===== config.mk =====
export PLATFORM = sky130hd
export DESIGN_NAME = tmr8_core
export DESIGN_NICKNAME = d
export VERILOG_FILES = /design/src/rtl/tmr8_pkg.sv /design/src/rtl/tmr8_core.sv /design/src/rtl/tmr8_prescaler.sv
export VERILOG_INCLUDE_DIRS = /design/src /design/src/rtl
export SDC_FILE = /design/constraint.sdc
export NUM_CORES = 1
export LEC_CHECK = 0
export ABC_AREA = 1
export BUFFER_PORTS_ARGS = -buffer_cell sky130_fd_sc_hd__clkbuf_2
export CAP_MARGIN = 25
export CORE_ASPECT_RATIO = 1.75
export CORE_UTILIZATION = 53
export DETAILED_ROUTE_END_ITERATION = 6
export HOLD_SLACK_MARGIN = 0.05
export PLACE_DENSITY_LB_ADDON = 0.12
export SKIP_LAST_GASP = 1
export SLEW_MARGIN = 5
export SYNTH_ARGS = -nofsm -noshare
export SYNTH_HDL_FRONTEND = slang
export SYNTH_SLANG_ARGS = --single-unit

===== constraint.sdc =====
create_clock -name clk_sys_i -period 1.76 [get_ports clk_sys_i]
set_input_delay 0.088 -clock clk_sys_i [delete_from_list [all_inputs] [get_ports clk_sys_i]]
set_output_delay 0.088 -clock clk_sys_i [all_outputs]
set_load 0.02 [all_outputs]

===== src/rtl/tmr8_map.svh =====
// offsets of encodings, reset values and prescale constants for the 8-bit waveform timer
`ifndef TMR8_MAP_SVH
`define TMR8_MAP_SVH

`define TMR8_BOTTOM       8'h00
`define TMR8_MAX          8'hFF
`define TMR8_CNT_RESET    8'h00
`define TMR8_CMP_RESET    8'h00

`define TMR8_WS_NORMAL    3'h0
`define TMR8_WS_PHASE_FF  3'h1
`define TMR8_WS_CTC       3'h2
`define TMR8_WS_FAST_FF   3'h3
`define TMR8_WS_PHASE_OCR 3'h5
`define TMR8_WS_FAST_OCR  3'h7
`define TMR8_WS_MSB       2

`define TMR8_ACT_NONE     2'h0
`define TMR8_ACT_TOGGLE   2'h1
`define TMR8_ACT_CLEAR    2'h2
`define TMR8_ACT_SET      2'h3

`define TMR8_CS_STOP      3'h0
`define TMR8_CS_DIV1      3'h1
`define TMR8_CS_DIV8      3'h2
`define TMR8_CS_DIV64     3'h3
`define TMR8_CS_DIV256    3'h4
`define TMR8_CS_DIV1024   3'h5

`define TMR8_DIV1_LAST    10'h000
`define TMR8_DIV8_LAST    10'h007
`define TMR8_DIV64_LAST   10'h03F
`define TMR8_DIV256_LAST  10'h0FF
`define TMR8_DIV1024_LAST 10'h3FF

`endif


===== src/rtl/tmr8_pkg.sv =====
// types shared by the 8-bit waveform timer
package tmr8_pkg;

  // counting style, gray coded along normal -> phase -> ctc -> fast
  typedef enum logic [1:0] {
    TMR8_MODE_NORMAL = 2'h0,
    TMR8_MODE_PHASE  = 2'h1,
    TMR8_MODE_CTC    = 2'h3,
    TMR8_MODE_FAST   = 2'h2
  } tmr8_mode_t;

  typedef logic [7:0] tmr8_count_t;

endpackage


===== src/rtl/tmr8_core.sv =====
// 8-bit timer with normal, clear-on-match, fast and phase-correct pwm waveform modes
// How it works
// - clear-on-match sets compare_a_flag at TOP match
// - no buffering in clear-on-match; missed matches wrap
// - toggle action inverts wave_out_a every match
// - clear-on-match overflow flag on MAX to zero
// - tick prescale is 1, 8, 64, 256, 1024
// - fast pwm: modes 3/7, TOP 0xFF or compare_a
// - fast action 2 clear-match/set-bottom; 3 inverted
// - fast counter clears tick after TOP; bottom action
// - fast pwm overflow flag set at TOP
// - channel A toggle in pwm only with msb
// - fast period is prescale times 256 clocks in mode 3; mode 7 is prescale times compare_a plus one
// - fast extremes: bottom spike, MAX constant level
// - fast pwm compare writes go through buffer
// - phase pwm: modes 1/5, up then down
// - phase: up match clears, down match sets
// - phase counter holds TOP one tick, reverses
// - phase pwm overflow flag set at BOTTOM
// - phase period is prescale times 510 clocks in mode 1; mode 5 is prescale times twice compare_a
// - phase extremes: bottom low, MAX high
// - phase: missed up transition applied at the TOP turn
// - fully synchronous; tick only enables counting
// - mode 2 clears counter on compare_a match
// - action zero leaves wave register unchanged
`timescale 1ns/1ps
`include "tmr8_map.svh"

module tmr8_core
  import tmr8_pkg::*;
#(
  parameter int unsigned DIV_W = 10
) (
  input  wire logic       clk_sys_i,
  input  wire logic       rst_n_i,
  input  wire logic [2:0] clock_select_i,
  input  wire logic [2:0] waveform_select_i,
  input  wire logic [1:0] output_action_a_i,
  input  wire logic [1:0] output_action_b_i,
  input  wire logic [7:0] compare_a_value_i,
  input  wire logic [7:0] compare_b_value_i,
  input  wire logic       counter_write_i,
  input  wire logic [7:0] counter_write_data_i,
  input  wire logic       compare_a_flag_clear_i,
  input  wire logic       compare_b_flag_clear_i,
  input  wire logic       overflow_flag_clear_i,
  output logic [7:0]      counter_value_o,
  output logic            counting_down_o,
  output logic            wave_out_a_o,
  output logic            wave_out_b_o,
  output logic            compare_a_flag_o,
  output logic            compare_b_flag_o,
  output logic            overflow_flag_o
);

  function automatic tmr8_mode_t tmr8_decode_mode(input logic [2:0] ws);
    case (ws)
      `TMR8_WS_PHASE_FF, `TMR8_WS_PHASE_OCR: tmr8_decode_mode = TMR8_MODE_PHASE;
      `TMR8_WS_CTC:                          tmr8_decode_mode = TMR8_MODE_CTC;
      `TMR8_WS_FAST_FF, `TMR8_WS_FAST_OCR:   tmr8_decode_mode = TMR8_MODE_FAST;
      default:                               tmr8_decode_mode = TMR8_MODE_NORMAL;
    endcase
  endfunction

  logic        timer_tick;
  tmr8_mode_t  mode;
  logic        pwm;
  tmr8_count_t cmp_in [2];
  logic [1:0]  act    [2];
  tmr8_count_t cmp_eff[2];
  tmr8_count_t top;
  tmr8_count_t new_top;
  logic        at_top;
  logic        at_bot;
  logic        turn_top;
  logic        fast_wrap;
  logic        buf_load;
  logic [1:0]  match;

  tmr8_count_t cnt_reg;
  tmr8_count_t cnt_next;
  logic        down_reg;
  logic        down_next;
  logic        ovf_reg;
  logic        ovf_next;
  tmr8_count_t ocr_reg [2];
  tmr8_count_t ocr_next[2];
  logic [1:0]  wave_reg;
  logic [1:0]  wave_next;
  logic [1:0]  upm_reg;
  logic [1:0]  upm_next;
  logic [1:0]  cf_reg;
  logic [1:0]  cf_next;
  logic [1:0]  cf_clear;

  tmr8_prescaler #(
    .DIV_W (DIV_W)
  ) u_prescaler (
    .clk_sys_i      (clk_sys_i),
    .rst_n_i        (rst_n_i),
    .clock_select_i (clock_select_i),
    .timer_tick_o   (timer_tick)
  );

  assign mode      = tmr8_decode_mode(waveform_select_i);
  assign pwm       = (mode == TMR8_MODE_FAST) || (mode == TMR8_MODE_PHASE);
  assign cmp_in[0] = compare_a_value_i;
  assign cmp_in[1] = compare_b_value_i;
  assign act[0]    = output_action_a_i;
  assign act[1]    = output_action_b_i;
  assign cf_clear  = {compare_b_flag_clear_i, compare_a_flag_clear_i};

  // non-pwm modes see the written value at once, pwm modes the buffered copy
  assign cmp_eff[0] = pwm ? ocr_reg[0] : cmp_in[0];
  assign cmp_eff[1] = pwm ? ocr_reg[1] : cmp_in[1];

  always_comb begin
    top = `TMR8_MAX;
    if (mode == TMR8_MODE_CTC || waveform_select_i == `TMR8_WS_FAST_OCR ||
        waveform_select_i == `TMR8_WS_PHASE_OCR) begin
      top = cmp_eff[0];
    end
  end

  // top that follows a buffer load at the turning point
  assign new_top   = (waveform_select_i == `TMR8_WS_PHASE_OCR) ? cmp_in[0] : `TMR8_MAX;
  assign at_top    = (cnt_reg == top);
  assign at_bot    = (cnt_reg == `TMR8_BOTTOM);
  assign turn_top  = timer_tick && (mode == TMR8_MODE_PHASE) && !down_reg && at_top;
  assign fast_wrap = timer_tick && (mode == TMR8_MODE_FAST) && at_top;
  assign buf_load  = fast_wrap || turn_top;

  // a counter write wins over the tick and suppresses that tick's match
  assign match[0] = timer_tick && !counter_write_i && (cnt_reg == cmp_eff[0]);
  assign match[1] = timer_tick && !counter_write_i && (cnt_reg == cmp_eff[1]);

  // counter, direction and overflow
  always_comb begin
    cnt_next  = cnt_reg;
    down_next = down_reg;
    ovf_next  = ovf_reg && !overflow_flag_clear_i;
    if (mode != TMR8_MODE_PHASE) begin
      down_next = 1'b0;
    end
    if (counter_write_i) begin
      cnt_next = counter_write_data_i;
    end else if (timer_tick) begin
      case (mode)
        TMR8_MODE_CTC: begin
          cnt_next = at_top ? `TMR8_BOTTOM : cnt_reg + 8'h01;
          if (cnt_reg == `TMR8_MAX) begin
            ovf_next = 1'b1;
          end
        end
        TMR8_MODE_FAST: begin
          cnt_next = at_top ? `TMR8_BOTTOM : cnt_reg + 8'h01;
          if (at_top) begin
            ovf_next = 1'b1;
          end
        end
        TMR8_MODE_PHASE: begin
          if (!down_reg) begin
            if (at_top) begin
              down_next = 1'b1;
              cnt_next  = at_bot ? `TMR8_BOTTOM : cnt_reg - 8'h01;
            end else begin
              cnt_next = cnt_reg + 8'h01;
            end
          end else if (at_bot) begin
            down_next = 1'b0;
            ovf_next  = 1'b1;
            cnt_next  = at_top ? `TMR8_BOTTOM : cnt_reg + 8'h01;
          end else begin
            cnt_next = cnt_reg - 8'h01;
          end
        end
        default: begin
          cnt_next = cnt_reg + 8'h01;
          if (cnt_reg == `TMR8_MAX) begin
            ovf_next = 1'b1;
          end
        end
      endcase
    end
  end

  always_ff @(posedge clk_sys_i or negedge rst_n_i) begin
    if (!rst_n_i) begin
      cnt_reg  <= `TMR8_CNT_RESET;
      down_reg <= 1'b0;
      ovf_reg  <= 1'b0;
    end else begin
      cnt_reg  <= cnt_next;
      down_reg <= down_next;
      ovf_reg  <= ovf_next;
    end
  end

  // per channel compare buffer, wave register, up-match memory and flag
  for (genvar ch = 0; ch < 2; ch++) begin : g_chan
    logic tgl_ok;
    logic up_lvl;
    logic up_side;

    assign tgl_ok  = (ch == 0) && waveform_select_i[`TMR8_WS_MSB];
    // level an up-count match leaves; inverted action gives the opposite
    assign up_lvl  = (act[ch] == `TMR8_ACT_SET);
    assign up_side = !down_reg || at_bot;

    always_comb begin
      ocr_next[ch]  = ocr_reg[ch];
      wave_next[ch] = wave_reg[ch];
      upm_next[ch]  = upm_reg[ch];
      // set wins over clear so a match in the clearing cycle is kept
      cf_next[ch]   = (cf_reg[ch] && !cf_clear[ch]) || match[ch];
      if (!pwm || buf_load) begin
        ocr_next[ch] = cmp_in[ch];
      end
      case (mode)
        TMR8_MODE_FAST: begin
          if (act[ch] == `TMR8_ACT_TOGGLE) begin
            if (tgl_ok && match[ch]) begin
              wave_next[ch] = !wave_reg[ch];
            end
          end else if (act[ch] != `TMR8_ACT_NONE) begin
            // bottom action first: a match at TOP is ignored
            if (fast_wrap) begin
              wave_next[ch] = (act[ch] == `TMR8_ACT_CLEAR);
            end else if (match[ch]) begin
              wave_next[ch] = (act[ch] == `TMR8_ACT_SET);
            end
          end
        end
        TMR8_MODE_PHASE: begin
          if (turn_top) begin
            upm_next[ch] = 1'b0;
          end else if (match[ch] && up_side) begin
            upm_next[ch] = 1'b1;
          end
          if (act[ch] == `TMR8_ACT_TOGGLE) begin
            if (tgl_ok && match[ch]) begin
              wave_next[ch] = !wave_reg[ch];
            end
          end else if (act[ch] != `TMR8_ACT_NONE) begin
            if (turn_top) begin
              // compare at the new top holds the down level; otherwise a missed up edge lands here
              if (cmp_in[ch] == new_top) begin
                wave_next[ch] = !up_lvl;
              end else if (!upm_reg[ch]) begin
                wave_next[ch] = up_lvl;
              end
            end else if (match[ch]) begin
              wave_next[ch] = up_side ? up_lvl : !up_lvl;
            end
          end
        end
        default: begin
          if (match[ch]) begin
            case (act[ch])
              `TMR8_ACT_TOGGLE: wave_next[ch] = !wave_reg[ch];
              `TMR8_ACT_CLEAR:  wave_next[ch] = 1'b0;
              `TMR8_ACT_SET:    wave_next[ch] = 1'b1;
              default:          wave_next[ch] = wave_reg[ch];
            endcase
          end
        end
      endcase
    end

    always_ff @(posedge clk_sys_i or negedge rst_n_i) begin
      if (!rst_n_i) begin
        ocr_reg[ch]  <= `TMR8_CMP_RESET;
        wave_reg[ch] <= 1'b0;
        upm_reg[ch]  <= 1'b0;
        cf_reg[ch]   <= 1'b0;
      end else begin
        ocr_reg[ch]  <= ocr_next[ch];
        wave_reg[ch] <= wave_next[ch];
        upm_reg[ch]  <= upm_next[ch];
        cf_reg[ch]   <= cf_next[ch];
      end
    end
  end

  assign counter_value_o  = cnt_reg;
  assign counting_down_o  = down_reg;
  assign wave_out_a_o     = wave_reg[0];
  assign wave_out_b_o     = wave_reg[1];
  assign compare_a_flag_o = cf_reg[0];
  assign compare_b_flag_o = cf_reg[1];
  assign overflow_flag_o  = ovf_reg;

endmodule


===== src/rtl/tmr8_prescaler.sv =====
// prescaler forming the one-cycle timer tick from the system clock
`timescale 1ns/1ps
`include "tmr8_map.svh"

module tmr8_prescaler
  import tmr8_pkg::*;
#(
  parameter int unsigned DIV_W = 10
) (
  input  wire logic       clk_sys_i,
  input  wire logic       rst_n_i,
  input  wire logic [2:0] clock_select_i,
  output logic            timer_tick_o
);

  logic [DIV_W-1:0] div_reg;
  logic [DIV_W-1:0] div_next;
  logic             tick_reg;
  logic             tick_next;
  logic [DIV_W-1:0] div_last;

  always_comb begin
    div_last  = DIV_W'(`TMR8_DIV1_LAST);
    div_next  = div_reg;
    tick_next = 1'b0;
    case (clock_select_i)
      `TMR8_CS_DIV8:    div_last = DIV_W'(`TMR8_DIV8_LAST);
      `TMR8_CS_DIV64:   div_last = DIV_W'(`TMR8_DIV64_LAST);
      `TMR8_CS_DIV256:  div_last = DIV_W'(`TMR8_DIV256_LAST);
      `TMR8_CS_DIV1024: div_last = DIV_W'(`TMR8_DIV1024_LAST);
      default:          div_last = DIV_W'(`TMR8_DIV1_LAST);
    endcase
    if (clock_select_i == `TMR8_CS_STOP || clock_select_i > `TMR8_CS_DIV1024) begin
      div_next = '0;
    end else if (div_reg >= div_last) begin
      div_next  = '0;
      tick_next = 1'b1;
    end else begin
      div_next = div_reg + DIV_W'(1);
    end
  end

  always_ff @(posedge clk_sys_i or negedge rst_n_i) begin
    if (!rst_n_i) begin
      div_reg  <= '0;
      tick_reg <= 1'b0;
    end else begin
      div_reg  <= div_next;
      tick_reg <= tick_next;
    end
  end

  assign timer_tick_o = tick_reg;

endmodule


Word level (Yosys, flattened, before mapping)
Cells that the tools add are included.

storage, ports and cells
  bits in registers = 43
  word-level logic and storage cells = 171
  output and inout bits = 14

operators by class
  $add $sub $neg = 3
  $lt $le $gt $ge = 2
  muxes and demuxes = 65
  equality and inequality tests = 37
  reduce and logical (&&, ||, !) cells = 51

operators by type and width
  operator                 number
  $mux W8                  11
  $mux W1                  44
  $eq A8 B8 Y1             5
  $pmux W10 S4             1
  $mux W10                 2
  $pmux W8 S2              1
  $logic_and A1 B1 Y1      14
  $eq A2 B2 Y1 const B     6
  $eq A3 B2 Y1 const B     4
  $eq A3 B3 Y1 const B     4
  $ne A4 B3 Y1 const B     3
  $add A10 B1 Y10 const B  1
  $ge A10 B10 Y1           1
  $logic_not A1 Y1         10
  $reduce_bool A2 Y1       5
  $reduce_bool A5 Y1       2
  $logic_or A1 B1 Y1       9
  $reduce_and A9 Y1        1
  $add A8 B1 Y8 const B    1
  $eq A8 B8 Y1 const B     1
  $logic_not A8 Y1         1
  $sub A8 B1 Y8 const B    1
  $reduce_and A7 Y1        1
  $eq A2 B1 Y1 const B     3
  other kinds (14)         26

Depth between registers and ports, before layout
  word-level depth = 14
  depth in mapped cells = 23
  depth with buffers taken out = 22

By module
A second synthesis with hierarchy kept.

unflattened totals
  cells, all modules = 577
  area, all modules = 3782.4 sq um

modules (own cells, without submodules)
  module          area an instance (sq um)  cells an instance  instances  sequential area each (sq um)
  tmr8_core       2952.8                    472                1          800.8
  tmr8_prescaler  829.5                     105                1          275.3

Least setup slack after synthesis
OpenSTA, ideal clock, no wires.

  kind = input port to flip-flop
  from = in waveform_select_i[0]
  to = reg cnt_reg[1], in the netlist counter_value_o[1]
  arrival = 2.114 ns
  data required time = 1.625 ns
  stages on the path = 18
  buffers on the path = 1
  library setup time = 0.135 ns
  setup slack = -0.489 ns
  path through = inv_1 nand3b_1 nand2_1 o21ai_0 ha_1 buf_6 nand2_1 nand2_2 nand2_1 nand2_1 nand2_1 nand2_1 nor2_4 nand2_4 a21oi_4 nand2_1 o211ai_1 o211ai_1

between the ends
  word-level cells in the longest chain between the ends = 14

RTL lines
  item                                           RTL line                                              source
  from (decl)                                    tmr8_core.sv:37                                       input wire logic [2:0] waveform_select_i,
  $eq A3 B3 Y1, or another cell as far along     tmr8_core.sv:57                                       case (ws)
  $reduce_or A2 Y1                               tmr8_core.sv:57
  $pmux W2 S3                                    tmr8_core.sv:57
  $eq A2 B2 Y1, or another cell as far along     tmr8_core.sv:106, tmr8_core.sv:148
  $logic_or A1 B1 Y1 (on tied branches)          --
  $mux W8 or $logic_or A1 B1 Y1 (tied branches)  --
  $mux W8                                        tmr8_core.sv:119                                      if (mode == TMR8_MODE_CTC || waveform_select_i == `TMR8_WS_FAST_OCR ||
  $eq A8 B8 Y1                                   tmr8_core.sv:127                                      assign at_top = (cnt_reg == top);
  $mux W8                                        tmr8_core.sv:150, tmr8_core.sv:156, tmr8_core.sv:172
  $mux W8                                        tmr8_core.sv:169                                      end else if (at_bot) begin
  $mux W8                                        tmr8_core.sv:162                                      if (!down_reg) begin
  $pmux W8 S2 *                                  tmr8_core.sv:148                                      case (mode)
  $mux W8 *                                      tmr8_core.sv:147                                      end else if (timer_tick) begin
  $mux W8 *                                      tmr8_core.sv:145                                      if (counter_write_i) begin
  to (signal assigned)                           tmr8_core.sv:189                                      cnt_reg <= `TMR8_CNT_RESET;
  to (signal assigned)                           tmr8_core.sv:193                                      cnt_reg <= cnt_next;
  to (decl)                                      tmr8_core.sv:80                                       tmr8_count_t cnt_reg;

Every way passes the cells marked *; elsewhere a longest branch is shown, timed or not. The select of a mux whose other input is x is not followed.
A chain may end at the register's enable or synchronous reset.

Worst setup path in the final report
  from = in waveform_select_i[2]
  to = reg wave_reg[0], in the netlist wave_out_a_o

between the ends
  word-level cells in the longest chain between the ends = 13

RTL lines
  item                                           RTL line                                              source
  $eq A3 B3 Y1, or another cell as far along     tmr8_core.sv:57
  $reduce_or A2 Y1                               tmr8_core.sv:57
  $pmux W2 S3                                    tmr8_core.sv:57
  $eq A2 B2 Y1, or another cell as far along     tmr8_core.sv:106, tmr8_core.sv:130, tmr8_core.sv:219
  $logic_or A1 B1 Y1 (on tied branches)          --
  $mux W8 or $logic_or A1 B1 Y1 (tied branches)  --
  $mux W8                                        tmr8_core.sv:119
  $eq A8 B8 Y1                                   tmr8_core.sv:127
  $logic_and A1 B1 Y1 (on tied branches)         tmr8_core.sv:129, tmr8_core.sv:130
  $mux W1 (on tied branches)                     tmr8_core.sv:245, tmr8_core.sv:227
  $mux W1 (on tied branches)                     tmr8_core.sv:244, tmr8_core.sv:225
  $mux W1 (on tied branches)                     tmr8_core.sv:240, tmr8_core.sv:221
  $pmux W1 S2                                    tmr8_core.sv:219                                      case (mode)
  to (signal, indexed assignment)                tmr8_core.sv:278                                      wave_reg[ch] <= wave_next[ch];
  to (decl)                                      tmr8_core.sv:88                                       logic [1:0] wave_reg;

Parallel ways exist; a longest one is shown, timed or not. The select of a mux whose other input is x is not followed.

==> run metrics <==
outcome complete, but fails checks; failing checks setup timing; final hold violations 0; wl on met1 4470 µm; die width 66.1 µm; R2R Setup Slk -0.37 ns; CTS tree built; Static Leakage 2.88 nW; cells after synthesis 567; first-pass GRT wire length 19,300 µm; Port Buf Inserts 53; Setup TNS -12.52 ns; Synth Area per Inst 6.72 µm²; Top Layer Used met4; Post-Synth XOR/XNOR Area 6.90%; Vias 4,471; post-DP HPWL 9000 µm; number of diodes 0; met2 WL post-DR 6730 µm; Worst-Margin Slew 0.574 ns; Layout Skew 0.00546 ns; MaxCap Viol Count 0; WHS 0.0478 ns; vias per cell 5.51; Site Rows 40; number of CTS-inserted buffers 5; Peak VDD IR 640 µV; number of flops mapped to enable cells by yosys 0; Seq. cell area 0.00108 mm²; routed len/inst 15.4 µm; Adder-Cell Fraction of Synth Area 5.58%; first-pass detailed-route iteration total 5; Final Max Tran Viols 0; mux cell area share after synthesis 0%; RSZ-0062 raised after global routing yes; initial antenna violation count 0; largest family of logic cells by synthesized area simple AND/OR/NAND/NOR gates; Arr. time, crit path 2.40 ns; Synth Net Count 624; total chip power 4.46 mW; critical path endpoint category flop; Finish-stage setup viols 42; Worst Hold Class in2reg; crit path max fanout 8; critical path type in2reg; core area 0.00691 mm²; IO Count 54; Final Cycle Share 126%; crit start category input port; largest net degree at the start of global routing 44; P&R area growth vs syn 47.2%; Simple-Gate Fraction of Synth Area 35.2%; clk root buf clkbuf_16; # clock sinks 43; PwrDens 796 mW/mm²; post-synthesis sequential area ratio 28.3%; Initial DRC Count 214; compound-cell area share of the yosys netlist 13.6%; Die Ht 114 µm; asr flop ratio synth 100%; Max clock buf depth 2; f_max 0.452 GHz; max reg flops 16; Worst EP required 1.94 ns; Yosys warning count 0; Clock Pin Slew Worst Setup and Hold Paths 0.06 ns; Post-Syn Area 0.00381 mm²; layout cells sized above 1 38.2%; Synth cell types 43; area occupied by multi-input gates 0.00266 mm²; vias in the first global route 4,338; GRT overflow 0; setup slack after layout -0.454 ns; nets@finish 783; fin crit period 2.21 ns; Post-route DRC 0; Synth Register Bits 43; Antenna Nets Post-Route 0; Routed WL 12,500 µm; filler instances 480; WL met3 500 µm; clk_lat worst skew 0.29 ns; Slew headroom 61.7%; gpl congestion 0.965; H-tree depth 2; Main synth FF type dfrtp_1; GRT Overall Usage 33.5%; starting density of the core 55.1%; die area 0.00754 mm²
## what timing repair did
action,4_1_cts,5_1_grt
buffers inserted,6,4
hold endpoints to repair,50,0
setup endpoints to repair,42,43
pin swaps,25,34
gates cloned,1,2
hold buffers,8,0
gates resized for setup,41,70
## report_power, final
part | switching (mW) | total, mW | leakage, nW | internal (mW)
Combinational | 1.26 | 2.26 | 2.27 | 1.00
Clock | 0.423 | 0.990 | 0.0731 | 0.568
Sequential | 0.0808 | 1.22 | 0.543 | 1.13
## final timing paths
| path | start | to | cells past startpoint |
|---|---|---|---|
| setup / recovery | waveform_select_i[2] | wave_out_a_o$_DFFE_PN0P_ | 22 |
| hold reg to reg | upm_reg[1]$_DFFE_PN0P_ | upm_reg[1]$_DFFE_PN0P_ | 2 |
| hold / removal | compare_a_value_i[6] | ocr_reg[14]$_DFFE_PN0P_ | 3 |
| min in group asynchronous | rst_n_i | counter_value_o[7]$_DFFE_PN0P_ | 3 |
| setup reg to reg | counter_value_o[0]$_DFFE_PN0P_ | counter_value_o[3]$_DFFE_PN0P_ | 12 |
| max in group asynchronous | rst_n_i | ocr_reg[3]$_DFFE_PN0P_ | 3 |
## synthesized netlist by cell type (5+ instances only)
cell type,number,area share (%)
a21oi_1,12,1.6
o22ai_1,8,1.3
o211ai_1,8,1.6
nor3_1,5,0.66
xnor2_1,6,1.4
inv_1,72,7.1
dfrtp_1,43,28
nand3b_1,5,0.99
nand4_1,11,1.8
nand3_1,52,6.8
nand2_2,8,1.3
buf_2,6,0.79
nand2_1,151,15
nor2_1,51,5.0
xor2_1,24,5.5
o21ai_1,5,0.66
inv_2,6,0.59
buf_4,5,0.99
ha_1,17,5.6
o21ai_0,34,4.5
## cells in the final DEF, fill, tap and decap left out, types with 4 or more instances in the layout
cell type / count
nand2_1: 114
clkbuf_16: 7
nand2_2: 35
nor2_2: 9
o21ai_0: 14
inv_2: 7
nand4_1: 11
dfrtp_1: 43
nand3b_1: 5
o211ai_1: 8
nor2_1: 42
nand2_4: 12
xor2_1: 24
dlygate4sd3_1: 8
nor3_1: 4
o21ai_1: 14
ha_1: 15
a21oi_2: 4
buf_4: 94
xnor2_1: 6
clkbuf_2: 50
inv_1: 68
nand3_1: 42
o21ai_2: 12
o22ai_1: 5
a21oi_1: 10
nand3_2: 10
buf_6: 7
## critical path, stage by stage
cell and delay [ns]:
buf_6 0.09, nand3b_1 0.16, nand2_2 0.13, o21ai_4 0.09, ha_4 0.37, buf_6 0.15
nand2_2 0.05, nand2_2 0.09, nand2_1 0.05, nand2_1 0.06, nand2_1 0.06, inv_2 0.06
nand2_2 0.06, nor2_4 0.12, buf_6 0.12, nand3_4 0.15, nor2_1 0.16, nand3_1 0.11
nand3_2 0.10, nor3_2 0.04, nand2_1 0.05, nand2_1 0.05
## through the flow
step                area (µm²)  util, %  cells  setup slack [ns]
floorplan                 3890        -    567            -0.329
global placement          4890     70.8    782            -0.741
detailed placement        4890     70.8    782            -0.793
CTS                       5320     77.0    805            -0.382
global route              5610     81.2    811            -0.619
finish                    5610     81.2    811            -0.454
## routing by layer
layer,track usage [%],up-vias
li1,-,2162
met1,33.9,2092
met2,61.8,160
met3,4.28,57
met4,21.8,0
met5,0,-
## layout make-up
class,count,area share (%)
timing repair buffer,168,23.1
clock inverter,2,0.290
tap,84,1.87
inverter,80,5.53
clock buffer,6,2.48
multi-input combinational,428,47.5
sequential,43,19.2
## logic make-up (layout without fill, tap and decap cells)
logic type      Yosys count  after routing
compound gates           85             85
xor+xnor                 30             30
fa+ha+maj                17             17
buf+inv                  96            256
flops                    43             43
simple gates            296            296
Note: power is estimated with default switching activity, not from simulation.
